## config.mk

```make
export PLATFORM = sky130hd
export DESIGN_NAME = spindle_commutation_ctrl
export DESIGN_NICKNAME = d
export VERILOG_FILES = /design/src/pin_sync.v /design/src/spindle_commutation_ctrl.v
export VERILOG_INCLUDE_DIRS = /design/src
export SDC_FILE = /design/constraint.sdc
export NUM_CORES = 1
export LEC_CHECK = 0
export ABC_AREA = 1
export BUFFER_PORTS_ARGS = -buffer_cell sky130_fd_sc_hd__buf_2
export CAP_MARGIN = 20
export CORE_ASPECT_RATIO = 1.1
export CORE_MARGIN = 10
export CORE_UTILIZATION = 45
export CTS_CLUSTER_DIAMETER = 150
export DETAILED_ROUTE_END_ITERATION = 8
export GPL_ROUTABILITY_DRIVEN = 0
export PLACE_DENSITY = 0.73
export SYNTH_ARGS = -nofsm -noshare
export SYNTH_HDL_FRONTEND = slang
export SYNTH_SLANG_ARGS = --single-unit
```

## constraint.sdc

```tcl
create_clock -name aclk -period 2.8 [get_ports aclk]
set_input_delay 0.42 -clock aclk [delete_from_list [all_inputs] [get_ports aclk]]
set_output_delay 0.42 -clock aclk [all_outputs]
set_load 0.005 [all_outputs]
```

## src/spindle_ctrl_map.vh

```
`ifndef SPINDLE_CTRL_MAP_VH
`define SPINDLE_CTRL_MAP_VH
// ==========================================================
// register byte offsets
`define OFS_SPEED_COUNT 8'h00
`define OFS_DELAY 8'h04
`define OFS_LOCK_WIN 8'h08
`define OFS_STATUS 8'h10
`define OFS_SPEED_ERR 8'h14
`define OFS_INT_STATUS 8'h18
`define OFS_INT_CLEAR 8'h1C
`define OFS_INT_ENABLE 8'h20
// ==========================================================
// speed reference, target speed and register reset values
`define REF_HZ 32'd2000000
`define TARGET_RPM 32'd3600
`define SEC_PER_MIN 32'd60
`define DELAY_RST 16'h0000
`define LOCK_WIN_RST 16'h0037
`define INT_ENABLE_RST 5'h00
// ==========================================================
// commutation-to-revolution dividers
`define DIV_8POLE 5'd24
`define DIV_4POLE 5'd12
// ==========================================================
// interrupt status bit positions
`define IRQ_LOCK_GAIN 0
`define IRQ_LOCK_LOSS 1
`define IRQ_FAULT 2
`define IRQ_REV 3
`define IRQ_BRAKE 4
`define IRQ_W 5
// ==========================================================
// synchronised pin positions
`define PIN_ENABLE 0
`define PIN_START 1
`define PIN_BRAKE_SEL 2
`define PIN_PFAULT 3
`define PIN_POLE 4
`define PIN_FB_SEL 5
`define PIN_INDEX 6
`define PIN_REF 7
`define PIN_W 8
// ==========================================================
// axi responses
`define RESP_OKAY 2'b00
`define RESP_SLVERR 2'b10
`endif

```

## src/pin_sync.v

```verilog
`timescale 1ns/1ps
// ==========================================================
// two-flop synchroniser for asynchronous pins
module pin_sync #(
	parameter WIDTH = 1
) (
	input wire aclk,
	input wire aresetn,
	input wire [WIDTH-1:0] pin,
	output reg [WIDTH-1:0] level
);
	reg [WIDTH-1:0] meta; // first stage, read only by the second

	// the first stage may go metastable; nothing else looks at it
	always @(posedge aclk) begin
		if (!aresetn) begin
			meta <= {WIDTH{1'b0}};
			level <= {WIDTH{1'b0}};
		end else begin
			meta <= pin;
			level <= meta;
		end
	end
endmodule // pin_sync

```

## src/spindle_commutation_ctrl.v

```verilog
// Operation
// enable high runs commutation and speed loop
// brake: uppers off, lowers on
// fault with brake select low brakes at once
// fault with brake select high: all off
// sample count-down counter once per revolution
// divider 24 for 8-pole, 12 for 4-pole
// feedback select picks index or internal revolution
// sense output toggles per back-EMF advance
// fault output pulled low on supply fault
// host supplies 2 MHz reference clock
// nominal target speed is 3600 rpm
// host starts motor with start pulses
// optional delay after back-EMF commutation instant
// start rising edge advances state once
// back-EMF clocks ignored while start high
// enable low: reference gated, braking applied
// lock output low while speed in range
// six commutation states in fixed order
`timescale 1ns/1ps
`include "spindle_ctrl_map.vh"
module spindle_commutation_ctrl (
	input wire aclk,
	input wire aresetn,
	// axi4-lite slave
	input wire [7:0] s_axi_awaddr,
	input wire s_axi_awvalid,
	output reg s_axi_awready,
	input wire [31:0] s_axi_wdata,
	input wire [3:0] s_axi_wstrb,
	input wire s_axi_wvalid,
	output reg s_axi_wready,
	output reg [1:0] s_axi_bresp,
	output reg s_axi_bvalid,
	input wire s_axi_bready,
	input wire [7:0] s_axi_araddr,
	input wire s_axi_arvalid,
	output reg s_axi_arready,
	output reg [31:0] s_axi_rdata,
	output reg [1:0] s_axi_rresp,
	output reg s_axi_rvalid,
	input wire s_axi_rready,
	// device pins
	input wire enable,
	input wire start,
	input wire brake_select,
	input wire power_fault,
	input wire pole_select,
	input wire feedback_select,
	input wire revolution_index,
	input wire speed_reference_clock,
	input wire [2:0] back_emf_inputs,
	output reg [2:0] upper_predrivers,
	output reg [2:0] lower_predrivers,
	output reg commutation_sense_toggle,
	output reg fault_out,
	output reg fault_oe,
	output reg lock_out,
	output reg lock_oe,
	output reg irq
);
	// ==========================================================
	// constants
	localparam [31:0] SPEED_COUNT_FULL = (`REF_HZ * `SEC_PER_MIN) / `TARGET_RPM;
	localparam [15:0] SPEED_COUNT_RST = SPEED_COUNT_FULL[15:0];
	localparam [2:0] ST0 = 3'd0;
	localparam [2:0] ST1 = 3'd1;
	localparam [2:0] ST2 = 3'd2;
	localparam [2:0] ST3 = 3'd3;
	localparam [2:0] ST4 = 3'd4;
	localparam [2:0] ST5 = 3'd5;
	localparam [16:0] CNT_FLOOR = 17'h1_0000; // most negative count

	// ==========================================================
	// pin synchronisers
	wire [`PIN_W-1:0] pins_raw;
	wire [`PIN_W-1:0] pins; // synchronised levels
	wire [2:0] emf_lvl; // synchronised back-emf comparators
	reg [`PIN_W-1:0] pins_d; // previous levels for edge detection
	reg [2:0] emf_prev;

	assign pins_raw = {speed_reference_clock, revolution_index, feedback_select,
		pole_select, power_fault, brake_select, start, enable};

	pin_sync #(.WIDTH(`PIN_W)) u_sync_pins (
		.aclk(aclk),
		.aresetn(aresetn),
		.pin(pins_raw),
		.level(pins)
	);

	pin_sync #(.WIDTH(3)) u_sync_emf (
		.aclk(aclk),
		.aresetn(aresetn),
		.pin(back_emf_inputs),
		.level(emf_lvl)
	);

	wire en = pins[`PIN_ENABLE];
	wire start_lvl = pins[`PIN_START];
	wire start_rise = start_lvl & ~pins_d[`PIN_START];
	wire fault_lvl = pins[`PIN_PFAULT];
	wire brake_sel_hi = pins[`PIN_BRAKE_SEL]; // above threshold
	// reference gated off while disabled, saving the counter's power
	wire ref_tick = en & pins[`PIN_REF] & ~pins_d[`PIN_REF];
	wire index_rise = pins[`PIN_INDEX] & ~pins_d[`PIN_INDEX];
	// any comparator change is a back-emf commutation instant
	wire emf_evt = en & ~start_lvl & (emf_lvl != emf_prev);

	// ==========================================================
	// software registers
	reg [15:0] speed_count; // reference ticks per revolution
	reg [15:0] delay_cycles; // commutation delay, 0 means none
	reg [15:0] lock_win; // allowed error in reference ticks
	reg [`IRQ_W-1:0] int_status;
	reg [`IRQ_W-1:0] int_enable;

	// ==========================================================
	// commutation state
	reg [2:0] comm_state;
	reg [15:0] delay_cnt;
	reg delay_pend;
	reg [4:0] comm_div_cnt;
	reg signed [16:0] down_cnt;
	reg signed [16:0] speed_err;
	reg locked;
	reg braking_q;
	reg fault_q;

	wire delay_done = delay_pend & (delay_cnt == 16'h0001);
	wire emf_now = emf_evt & (delay_cycles == 16'h0000);
	// one step even when start and a delayed step coincide
	wire advance = start_rise | emf_now | delay_done;
	wire [4:0] div_top = pins[`PIN_POLE] ? `DIV_8POLE : `DIV_4POLE;
	wire int_rev = advance & (comm_div_cnt == div_top - 5'd1);
	wire rev_evt = pins[`PIN_FB_SEL] ? index_rise : int_rev;
	wire [16:0] err_abs = down_cnt[16] ? (~down_cnt + 17'd1) : down_cnt; // fresh residual
	wire in_range = (err_abs <= {1'b0, lock_win});
	wire brake_now = ~en | (fault_lvl & ~brake_sel_hi);
	wire free_spin = en & fault_lvl & brake_sel_hi;

	// ==========================================================
	// edge history
	always @(posedge aclk) begin
		if (!aresetn) begin
			pins_d <= {`PIN_W{1'b0}};
			emf_prev <= 3'b000;
		end else begin
			pins_d <= pins;
			emf_prev <= emf_lvl;
		end
	end

	// ==========================================================
	// commutation counter, delay and revolution divider
	always @(posedge aclk) begin
		if (!aresetn) begin
			comm_state <= ST0;
			delay_cnt <= 16'h0000;
			delay_pend <= 1'b0;
			comm_div_cnt <= 5'd0;
			commutation_sense_toggle <= 1'b0;
		end else begin
			// a new instant restarts any pending delay
			if (emf_evt && delay_cycles != 16'h0000) begin
				delay_pend <= 1'b1;
				delay_cnt <= delay_cycles;
			end else if (delay_done || !en) begin
				delay_pend <= 1'b0;
			end else if (delay_pend) begin
				delay_cnt <= delay_cnt - 16'h0001;
			end
			if (emf_evt)
				commutation_sense_toggle <= ~commutation_sense_toggle;
			if (advance) begin
				// fixed six-step order
				if (comm_state == ST5)
					comm_state <= ST0;
				else
					comm_state <= comm_state + 3'd1;
				if (int_rev)
					comm_div_cnt <= 5'd0;
				else
					comm_div_cnt <= comm_div_cnt + 5'd1;
			end
		end
	end

	// ==========================================================
	// count-down speed measurement and lock
	always @(posedge aclk) begin
		if (!aresetn) begin
			down_cnt <= {1'b0, SPEED_COUNT_RST};
			speed_err <= 17'sd0;
			locked <= 1'b0;
		end else if (!en) begin
			// low power: counter parked at target, no lock claimed
			down_cnt <= {1'b0, speed_count};
			locked <= 1'b0;
		end else if (rev_evt) begin
			// residual count is the error: positive means too fast
			speed_err <= down_cnt;
			down_cnt <= {1'b0, speed_count};
			locked <= in_range;
		end else if (ref_tick && down_cnt != CNT_FLOOR) begin
			down_cnt <= down_cnt - 17'sd1; // saturates when stalled
		end
	end

	// ==========================================================
	// predriver outputs and open-drain indicators
	always @(posedge aclk) begin
		if (!aresetn) begin
			upper_predrivers <= 3'b000;
			lower_predrivers <= 3'b111;
			braking_q <= 1'b1;
			fault_q <= 1'b0;
			fault_out <= 1'b0;
			fault_oe <= 1'b0;
			lock_out <= 1'b0;
			lock_oe <= 1'b0;
		end else begin
			braking_q <= brake_now;
			fault_q <= fault_lvl;
			fault_out <= 1'b0;
			fault_oe <= fault_lvl;
			lock_out <= 1'b0;
			lock_oe <= locked & en;
			if (brake_now) begin
				upper_predrivers <= 3'b000;
				lower_predrivers <= 3'b111;
			end else if (free_spin) begin
				upper_predrivers <= 3'b000;
				lower_predrivers <= 3'b000;
			end else begin
				// one upper and one lower phase per state
				case (comm_state)
					ST0: begin
						upper_predrivers <= 3'b001;
						lower_predrivers <= 3'b010;
					end
					ST1: begin
						upper_predrivers <= 3'b001;
						lower_predrivers <= 3'b100;
					end
					ST2: begin
						upper_predrivers <= 3'b010;
						lower_predrivers <= 3'b100;
					end
					ST3: begin
						upper_predrivers <= 3'b010;
						lower_predrivers <= 3'b001;
					end
					ST4: begin
						upper_predrivers <= 3'b100;
						lower_predrivers <= 3'b001;
					end
					ST5: begin
						upper_predrivers <= 3'b100;
						lower_predrivers <= 3'b010;
					end
					default: begin
						upper_predrivers <= 3'b000;
						lower_predrivers <= 3'b000;
					end
				endcase
			end
		end
	end

	// ==========================================================
	// axi4-lite slave
	reg [7:0] aw_addr;
	reg aw_got;
	reg [31:0] w_data;
	reg [3:0] w_strb;
	reg w_got;
	wire do_write = aw_got & w_got & ~s_axi_bvalid;
	wire [`IRQ_W-1:0] clear_hit;
	wire [`IRQ_W-1:0] events;

	// byte-lane merge of write data into an old value
	function [15:0] merge16;
		input [15:0] old;
		input [31:0] data;
		input [3:0] strb;
		begin
			merge16 = old;
			if (strb[0])
				merge16[7:0] = data[7:0];
			if (strb[1])
				merge16[15:8] = data[15:8];
		end
	endfunction

	assign clear_hit = (do_write && aw_addr == `OFS_INT_CLEAR && w_strb[0]) ?
		w_data[`IRQ_W-1:0] : {`IRQ_W{1'b0}};
	assign events = {brake_now & ~braking_q, rev_evt, fault_lvl & ~fault_q,
		locked & en & ~in_range & rev_evt, ~locked & in_range & rev_evt & en};

	// channel acceptance and write response
	always @(posedge aclk) begin
		if (!aresetn) begin
			s_axi_awready <= 1'b1;
			s_axi_wready <= 1'b1;
			s_axi_bvalid <= 1'b0;
			s_axi_bresp <= `RESP_OKAY;
			aw_got <= 1'b0;
			w_got <= 1'b0;
			aw_addr <= 8'h00;
			w_data <= 32'h0000_0000;
			w_strb <= 4'h0;
			speed_count <= SPEED_COUNT_RST;
			delay_cycles <= `DELAY_RST;
			lock_win <= `LOCK_WIN_RST;
			int_enable <= `INT_ENABLE_RST;
		end else begin
			if (s_axi_awvalid && s_axi_awready) begin
				aw_addr <= s_axi_awaddr;
				aw_got <= 1'b1;
				s_axi_awready <= 1'b0;
			end
			if (s_axi_wvalid && s_axi_wready) begin
				w_data <= s_axi_wdata;
				w_strb <= s_axi_wstrb;
				w_got <= 1'b1;
				s_axi_wready <= 1'b0;
			end
			if (do_write) begin
				aw_got <= 1'b0;
				w_got <= 1'b0;
				s_axi_bvalid <= 1'b1;
				s_axi_bresp <= `RESP_OKAY;
				case (aw_addr)
					`OFS_SPEED_COUNT: speed_count <= merge16(speed_count, w_data, w_strb);
					`OFS_DELAY: delay_cycles <= merge16(delay_cycles, w_data, w_strb);
					`OFS_LOCK_WIN: lock_win <= merge16(lock_win, w_data, w_strb);
					`OFS_INT_ENABLE: begin
						if (w_strb[0])
							int_enable <= w_data[`IRQ_W-1:0];
					end
					`OFS_INT_CLEAR: begin
						// handled beside the status bits
					end
					default: s_axi_bresp <= `RESP_SLVERR; // read-only or unmapped
				endcase
			end
			if (s_axi_bvalid && s_axi_bready) begin
				s_axi_bvalid <= 1'b0;
				s_axi_awready <= 1'b1;
				s_axi_wready <= 1'b1;
			end
		end
	end

	// sticky interrupt bits; a set in the clear cycle wins
	always @(posedge aclk) begin
		if (!aresetn) begin
			int_status <= {`IRQ_W{1'b0}};
			irq <= 1'b0;
		end else begin
			int_status <= (int_status & ~clear_hit) | events;
			irq <= |(((int_status & ~clear_hit) | events) & int_enable);
		end
	end

	// read channel: data one cycle after the address is taken
	always @(posedge aclk) begin
		if (!aresetn) begin
			s_axi_arready <= 1'b1;
			s_axi_rvalid <= 1'b0;
			s_axi_rdata <= 32'h0000_0000;
			s_axi_rresp <= `RESP_OKAY;
		end else begin
			if (s_axi_arvalid && s_axi_arready) begin
				s_axi_arready <= 1'b0;
				s_axi_rvalid <= 1'b1;
				s_axi_rresp <= `RESP_OKAY;
				case (s_axi_araddr)
					`OFS_SPEED_COUNT: s_axi_rdata <= {16'h0000, speed_count};
					`OFS_DELAY: s_axi_rdata <= {16'h0000, delay_cycles};
					`OFS_LOCK_WIN: s_axi_rdata <= {16'h0000, lock_win};
					`OFS_STATUS: s_axi_rdata <= {24'h00_0000, commutation_sense_toggle,
						fault_lvl, locked, free_spin, braking_q, comm_state};
					`OFS_SPEED_ERR: s_axi_rdata <= {{15{speed_err[16]}}, speed_err};
					`OFS_INT_STATUS: s_axi_rdata <= {27'h000_0000, int_status};
					`OFS_INT_ENABLE: s_axi_rdata <= {27'h000_0000, int_enable};
					`OFS_INT_CLEAR: s_axi_rdata <= 32'h0000_0000; // write-only
					default: begin
						s_axi_rdata <= 32'h0000_0000;
						s_axi_rresp <= `RESP_SLVERR;
					end
				endcase
			end else if (s_axi_rvalid && s_axi_rready) begin
				s_axi_rvalid <= 1'b0;
				s_axi_arready <= 1'b1;
			end
		end
	end
endmodule // spindle_commutation_ctrl

```

Word level (Yosys, flattened, before mapping)
Cells that the tools add are included.
- register bits: 231
- input port bits: 70
- output and inout bits: 53
- logic and storage cells: 181
- add/sub/neg operators: 6
- order comparisons: 1
- equality and inequality tests: 22
- multiplexer cells: 24
- bitwise gates (word level): 43
- reductions and logical operators: 43
- operators with widths (operator ; count):
    $pmux W32 S7 ; 1
    $mux W16 ; 6
    $eq A8 B5 Y1 const B ; 5
    $and A1 B1 Y1 ; 22
    $reduce_and A3 Y1 ; 7
    $pmux W3 S3 ; 2
    $reduce_or A2 Y1 ; 9
    $add A17 B1 Y17 const B ; 1
    $le A17 B16 Y1 ; 1
    $mux W17 ; 1
    $ne A17 B17 Y1 const B ; 1
    $not A17 Y17 ; 1
    $sub A17 B2 Y17 const B ; 1
    $eq A16 B1 Y1 const B ; 1
    $eq A8 B3 Y1 const B ; 2
    $eq A8 B4 Y1 const B ; 2
    $eq A8 B6 Y1 const B ; 2
    $logic_not A16 Y1 ; 1
    $logic_not A8 Y1 ; 2
    $reduce_bool A16 Y1 ; 1
    $sub A16 B1 Y16 const B ; 1
    $mux W5 ; 3
    $not A1 Y1 ; 13
    $and A5 B5 Y5 ; 2
    25 further kinds ; 51

Longest topological paths before layout
- depth after elaboration: 13
- mapped depth: 24
- gate-level depth less buffers: 23

By module
From an unflattened synthesis, not the netlist that was laid out.
- cells, all modules: 1394
- area, all modules: 9884.5 um^2
- by module, submodules not included (module ; instances ; cells an instance ; area each (um^2) ; sequential area each (um^2)):
    spindle_commutation_ctrl ; 1 ; 1326 ; 9235.1 ; 3743.6
    pin_sync at u_sync_pins ; 1 ; 50 ; 484.2 ; 320.3
    pin_sync at u_sync_emf ; 1 ; 18 ; 165.2 ; 120.1

Worst setup path before layout
No wires, ideal clock.
- path kind: flip-flop to flip-flop
- from: reg down_cnt[2]
- to: reg irq
- setup time: 0.120 ns
- arrival: 2.388 ns
- data required time: 2.680 ns
- slack: 0.292 ns
- cell stages (with the launch flop): 23
- path buffers: 1
- period minus slack after synthesis: 2.508 ns
- cell sequence: dfxtp_1 clkbuf_1 inv_1 nand2_1 nor2_1 inv_1 nor3_1 xor2_1 nand2_1 o21ai_0 inv_1 ha_1 nand2_1 nor2_1 nand4_1 nand3_1 nand2_1 nand2_1 nand2_1 nand3_1 nand2_1 nand3_1 nand3_1
- word-level cells in the longest chain between the ends: 10
- elaborated cells on any way between the ends: 13
- classes of those cells: 1 x add/sub; 1 x order compare; 1 x mux; 9 x bitwise; 1 x reduce/logical
- RTL lines (what ; line ; RTL):
    from (decl) ; spindle_commutation_ctrl.v:124 ; reg signed [16:0] down_cnt;
    from (signal assigned) ; spindle_commutation_ctrl.v:193 ; down_cnt <= {1'b0, SPEED_COUNT_RST};
    from (signal assigned) ; spindle_commutation_ctrl.v:198 ; down_cnt <= {1'b0, speed_count};
    from (signal assigned) ; spindle_commutation_ctrl.v:203 ; down_cnt <= {1'b0, speed_count};
    $not A17 Y17 ; spindle_commutation_ctrl.v:137 ; wire [16:0] err_abs = down_cnt[16] ? (~down_cnt + 17'd1) : down_cnt;
    $add A17 B1 Y17 ; spindle_commutation_ctrl.v:137 ;
    $mux W17 * ; spindle_commutation_ctrl.v:137 ;
    $le A17 B16 Y1 * ; spindle_commutation_ctrl.v:138 ; wire in_range = (err_abs <= {1'b0, lock_win});
    $and A1 B1 Y1 or $not A1 Y1 (tied branches) ; spindle_commutation_ctrl.v:299 ; locked & en & ~in_range & rev_evt, ~locked & in_range & rev_evt & en};
    $and A1 B1 Y1 (2 in series) ; spindle_commutation_ctrl.v:299 ;
    $or A5 B5 Y5 * ; spindle_commutation_ctrl.v:363 ; irq <= |(((int_status & ~clear_hit) | events) & int_enable);
    $and A5 B5 Y5 * ; spindle_commutation_ctrl.v:363 ;
    $reduce_or A5 Y1 * ; spindle_commutation_ctrl.v:363 ;
    to (signal assigned) ; spindle_commutation_ctrl.v:363 ;
    to (decl) ; spindle_commutation_ctrl.v:60 ; output reg irq
Every way passes the cells marked *; elsewhere a longest branch is shown, timed or not.
A chain may end at the register's enable or synchronous reset.

Worst setup path in the final report
- from: reg down_cnt[1]
- to: reg int_status[1]
- word-level cells in the longest chain between the ends: 8
- RTL lines (what ; line ; RTL):
    $not A17 Y17 ; spindle_commutation_ctrl.v:137 ;
    $add A17 B1 Y17 ; spindle_commutation_ctrl.v:137 ;
    $mux W17 * ; spindle_commutation_ctrl.v:137 ;
    $le A17 B16 Y1 * ; spindle_commutation_ctrl.v:138 ;
    $not A1 Y1 * ; spindle_commutation_ctrl.v:299 ;
    $and A1 B1 Y1 * (2 in series) ; spindle_commutation_ctrl.v:299 ;
    $or A5 B5 Y5 * ; spindle_commutation_ctrl.v:362 ; int_status <= (int_status & ~clear_hit) | events;
    to (signal assigned) ; spindle_commutation_ctrl.v:359 ; int_status <= {`IRQ_W{1'b0}};
    to (signal assigned) ; spindle_commutation_ctrl.v:362 ;
    to (decl) ; spindle_commutation_ctrl.v:115 ; reg [`IRQ_W-1:0] int_status;
Marked as above.

==> out/summary.md <==
The flow ran to the end, and the final reports show no timing, DRC or antenna violations. The tools report the global-route wire length before repair as 43000 µm. The number of enable-type register cells in the synthesized netlist works out to 0.

TritonCTS built the clock tree. Subtracting the final worst setup slack from the clock period gives 2.70 ns. The routed wire length is 26900 µm, and the power density relative to cell area is 566 mW/mm².

The port buffer count is 100, and the placed cell count is 1742. Once the floorplan was initialized, standard cells occupied 45.9% of the core. Relative to the synthesized area, the layout overhead comes to 16.9%. Of all nets on the critical path, the largest fanout is 3. At the pin with the least slew margin, the transition time is 0.730 ns. The die outline width works out to 161 µm. Counting the buffers created by CTS gives 23. Counting every instance in the synthesized netlist gives 1388.

The standby leakage power is 5.31 nW. The dominant register cell in the synthesized netlist is sky130_fd_sc_hd__dfxtp_1. The height of the die is 175 µm. STA classifies the critical path endpoint as a flop. The total of flip-flops plus latches after synthesis is 209, and the cell row count is 56. Once detailed placement completed, the half-perimeter wirelength came to 19800 µm.

The area taken by multi-input logic gates came out at 0.00464 mm². Critical path startpoint category: a flop. In this run, the clock network consumes 46.5% of the power. The per-cell routed wire length works out to 15.0 µm. Entering global routing, the biggest net connects 65 pins. Yosys printed 0 warnings. Wire segments on met2 add up to 12500 µm in the final route. Using the TritonRoute via totals, the vias-per-cell ratio works out to 5.10. Setup repair after global routing could not meet its margin everywhere. For the number of levels in the clock H-tree, the log shows 1. For this design the total switching power over the nets is 1.52 mW.

The run gives 0 as the number of maximum-capacitance constraint violations. For the final database, setup skew stands at 0.0108 ns. For this run, the detailed router's first-pass iteration total came to 5.

OpenSTA, run right after detailed placement, puts the worst setup slack at 0.0789 ns. For this run, asynchronously set or reset flops after synthesis account for 0%. The final number of max-transition violations was 0; the maximum operating frequency was 370 MHz. Routed metal-1 wire length: 11700 µm. The number of global-route vias before repair is 8679. Count of fill cells added during filler insertion: 2059. The initial antenna violation count was 0. Net switching is 23.3% of the power. The post-synthesis sequential area ratio came out at 42.7%. In this run the mean area of a mapped cell was 7.06 µm². The worst path uses 96.5% of the clock period.

Of the cells placed in the final design, the portion with a size suffix greater than 1 is 15.7%. Maximum ir drop on the vdd rail: 0.418 mV. The logs give 50 for the number of unique standard cell types used by synthesis and 209 for the total number of clock tree sinks. Wire segments on met3 add up to 1730 µm in the final route. The finished layout holds 1790 standard cells, fillers aside. Combinational logic is responsible for 5.8% of the overall power.

The clock transition at the register clock pins on the worst setup and hold paths after CTS came out at 0.06 ns. The min-delay analysis places its worst path in the category primary input to flop. For the worst-case register-to-register setup slack, the log shows 0.1 ns. For the worst setup path, the data required time is 3.24 ns. For this run, the total global-route usage over all layers was measured as 18.2%. The number of hold buffers added after CTS was 0. The final layout contains 1576 nets.

In this run the clock root is driven by a sky130_fd_sc_hd__clkbuf_16. The minimum hold slack came out at 0.0859 ns. The critical path class is flop to flop. Measured against its own limit, the worst slew margin works out to 51.2%. Cell internal power was estimated by the tool at 4.98 mW.

The floorplan step defined a die boundary enclosing 0.0281 mm². For the clock insertion delay at the later pin of the skew report, the log shows 0.51 ns. For the detailed router's first-iteration violation count, the log shows 629. Setup slack on the critical path of the routed design comes to 0.0971 ns.

The run gives 0 as the final-report hold violation count. Registers take 0.00420 mm². 0 antenna diodes ended up in the layout. Counting along the longest clock path gives a buffer depth of 3.

Setup violations remaining at the end of the flow were counted as 0. The number of remaining DRC errors is 0, and the floorplan core area is 0.0214 mm². At the worst endpoint, the arrival time is 3.15 ns. For this run the aggregate overflow at the end of global routing stands at 0. Highest metal layer with signal wires: met4. 123 I/O pins were placed.

In this run, flip-flops and latches consume 47.7% of the power. The cell area after synthesis was 0.00981 mm²; the total vias in the final route was 9128. The number of antenna-violating nets in the routed design was 0.
-- flip-flops by register name, summed over array words and instances, names as in the netlist, 4 cells and up --
register,cells
comm_div_cnt,5
delay_cycles,16
delay_cnt,16
u_sync_pins.meta,8
u_sync_pins.level,8
int_status,5
int_enable,5
w_data,16
lock_win,16
s_axi_rdata,17
speed_count,16
pins_d,4
speed_err,17
aw_addr,8
down_cnt,17
-- stage by stage --
stage / TNS (ns) / util, % / power [mW] / cell area (µm²)
6_report: 0 / 53.6 / 6.49 / 11500
5_1_grt: -0.455 / 53.6 / 6.72 / 11500
4_1_cts: 0 / 52.9 / 6.54 / 11300
3_5_place_dp: 0 / 49.4 / 3.53 / 10500
3_3_place_gp: 0 / 49.4 / 3.52 / 10500
2_1_floorplan: 0 / - / 3.39 / 9820
-- repair_timing --
| action | in CTS | in global routing |
|---|---|---|
| buffers inserted | 0 | 8 |
| gates resized for setup | 0 | 39 |
| setup endpoints to repair | 0 | 4 |
-- cell usage after synthesis (2+ instances only) --
library cell,number,area (µm²)
sky130_fd_sc_hd__nand2_1,308,1160
sky130_fd_sc_hd__dfxtp_1,209,4180
sky130_fd_sc_hd__inv_1,172,646
sky130_fd_sc_hd__nor2_1,163,612
sky130_fd_sc_hd__o21ai_0,135,676
sky130_fd_sc_hd__a21oi_1,106,531
sky130_fd_sc_hd__nand3_1,59,295
sky130_fd_sc_hd__clkbuf_1,35,131
sky130_fd_sc_hd__buf_4,23,173
sky130_fd_sc_hd__xor2_1,22,193
sky130_fd_sc_hd__ha_1,21,263
sky130_fd_sc_hd__nor3_1,18,90.1
sky130_fd_sc_hd__o211ai_1,16,120
sky130_fd_sc_hd__xnor2_1,9,78.8
sky130_fd_sc_hd__o2111ai_1,8,70.1
sky130_fd_sc_hd__o21ai_1,8,40.0
sky130_fd_sc_hd__buf_2,7,35.0
sky130_fd_sc_hd__nand4_1,7,43.8
sky130_fd_sc_hd__buf_1,5,18.8
sky130_fd_sc_hd__inv_2,5,18.8
sky130_fd_sc_hd__nor2_2,5,31.3
sky130_fd_sc_hd__nor4_1,5,31.3
sky130_fd_sc_hd__buf_6,3,33.8
sky130_fd_sc_hd__nand2_2,3,18.8
sky130_fd_sc_hd__o221ai_1,3,26.3
sky130_fd_sc_hd__or2_2,3,18.8
sky130_fd_sc_hd__a211oi_1,2,15.0
sky130_fd_sc_hd__a21boi_0,2,15.0
sky130_fd_sc_hd__a21o_1,2,15.0
sky130_fd_sc_hd__clkinv_1,2,7.51
sky130_fd_sc_hd__nor2_4,2,22.5
sky130_fd_sc_hd__o22ai_1,2,12.5
-- routing by layer --
layer | vias to the layer above | global-route usage [%]
li1 | 4629 | -
met1 | 4139 | 22.9
met2 | 292 | 30.4
met3 | 68 | 3.31
met4 | 0 | 7.25
met5 | - | 0
-- layout make-up --
cell class	instances	area share, %
timing repair buffer	142	7.17
clock inverter	10	1.03
sequential	209	36.6
clock buffer	30	5.60
tap	290	3.16
multi-input combinational	929	40.5
inverter	180	5.92
-- kinds of logic after synthesis --
logic type	Yosys count	share of synthesized area, %
flops	209	42.7
fa+ha+maj	21	2.68
buf+inv	253	10.9
xor+xnor	31	2.77
mux	1	0.102
compound gates	292	16.4
other cells	1	0.0382
simple gates	580	24.5
-- layout by cell type, fill, tap and decap left out, drive strengths merged --
cell / synthesis / layout
nand4: 7 / 7
nor4: 5 / 5
a211oi: 3 / 3
and3: 1 / 1
dfxtp: 209 / 209
nor3b: 1 / 1
o22ai: 2 / 2
clkbuf: 35 / 30
o221ai: 3 / 3
xor2: 22 / 22
buf: 38 / 142
clkinv: 2 / 5
or2: 3 / 3
nand3: 61 / 61
o31ai: 1 / 1
a31oi: 1 / 1
ha: 21 / 21
xnor2: 9 / 9
conb: 1 / 4
a22o: 1 / 1
clkinvlp: 0 / 3
a21o: 2 / 2
bufinv: 0 / 2
o311ai: 1 / 1
o21a: 1 / 1
o2111ai: 8 / 8
nand3b: 1 / 1
nor2: 171 / 171
nand2: 312 / 312
a21oi: 108 / 108
o211ai: 16 / 16
a21boi: 2 / 2
mux2i: 1 / 1
nor3: 18 / 18
inv: 178 / 180
o21ai: 143 / 143
-- worst paths after layout --
path | from | to | cells after the start
setup reg to reg | down_cnt[1] | int_status[1] | 19
hold reg to reg | u_sync_pins.meta[2] | u_sync_pins.level[2] | 2
setup / recovery | down_cnt[1] | int_status[1] | 19
hold / removal | pole_select | u_sync_pins.meta[4] | 3
-- critical path, cell delays in order, from the launching register on --
cell and delay, ns:
sky130_fd_sc_hd__dfxtp_2 0.32, sky130_fd_sc_hd__inv_2 0.07, sky130_fd_sc_hd__buf_4 0.10, sky130_fd_sc_hd__ha_1 0.17, sky130_fd_sc_hd__nand3_1 0.14, sky130_fd_sc_hd__nor2_1 0.27
sky130_fd_sc_hd__nor2_1 0.09, sky130_fd_sc_hd__xor2_1 0.15, sky130_fd_sc_hd__ha_1 0.29, sky130_fd_sc_hd__nand2_1 0.05, sky130_fd_sc_hd__inv_1 0.06, sky130_fd_sc_hd__o21ai_0 0.07
sky130_fd_sc_hd__a21boi_0 0.20, sky130_fd_sc_hd__nor2_2 0.08, sky130_fd_sc_hd__nand2_1 0.08, sky130_fd_sc_hd__nand2_2 0.08, sky130_fd_sc_hd__nor2_2 0.10, sky130_fd_sc_hd__nand2_1 0.07
sky130_fd_sc_hd__buf_4 0.13, sky130_fd_sc_hd__a21oi_1 0.10
-- power by group through the flow --
stage | Combinational (mW) | Clock, mW | Sequential (mW)
after floorplan | 0.241 | 0 | 3.15
after global placement | 0.360 | 0 | 3.16
after detailed placement | 0.369 | 0 | 3.16
after CTS | 0.371 | 3.07 | 3.10
after global routing | 0.425 | 3.19 | 3.10
final | 0.376 | 3.02 | 3.10
Note: power is estimated with default switching activity, not from simulation.
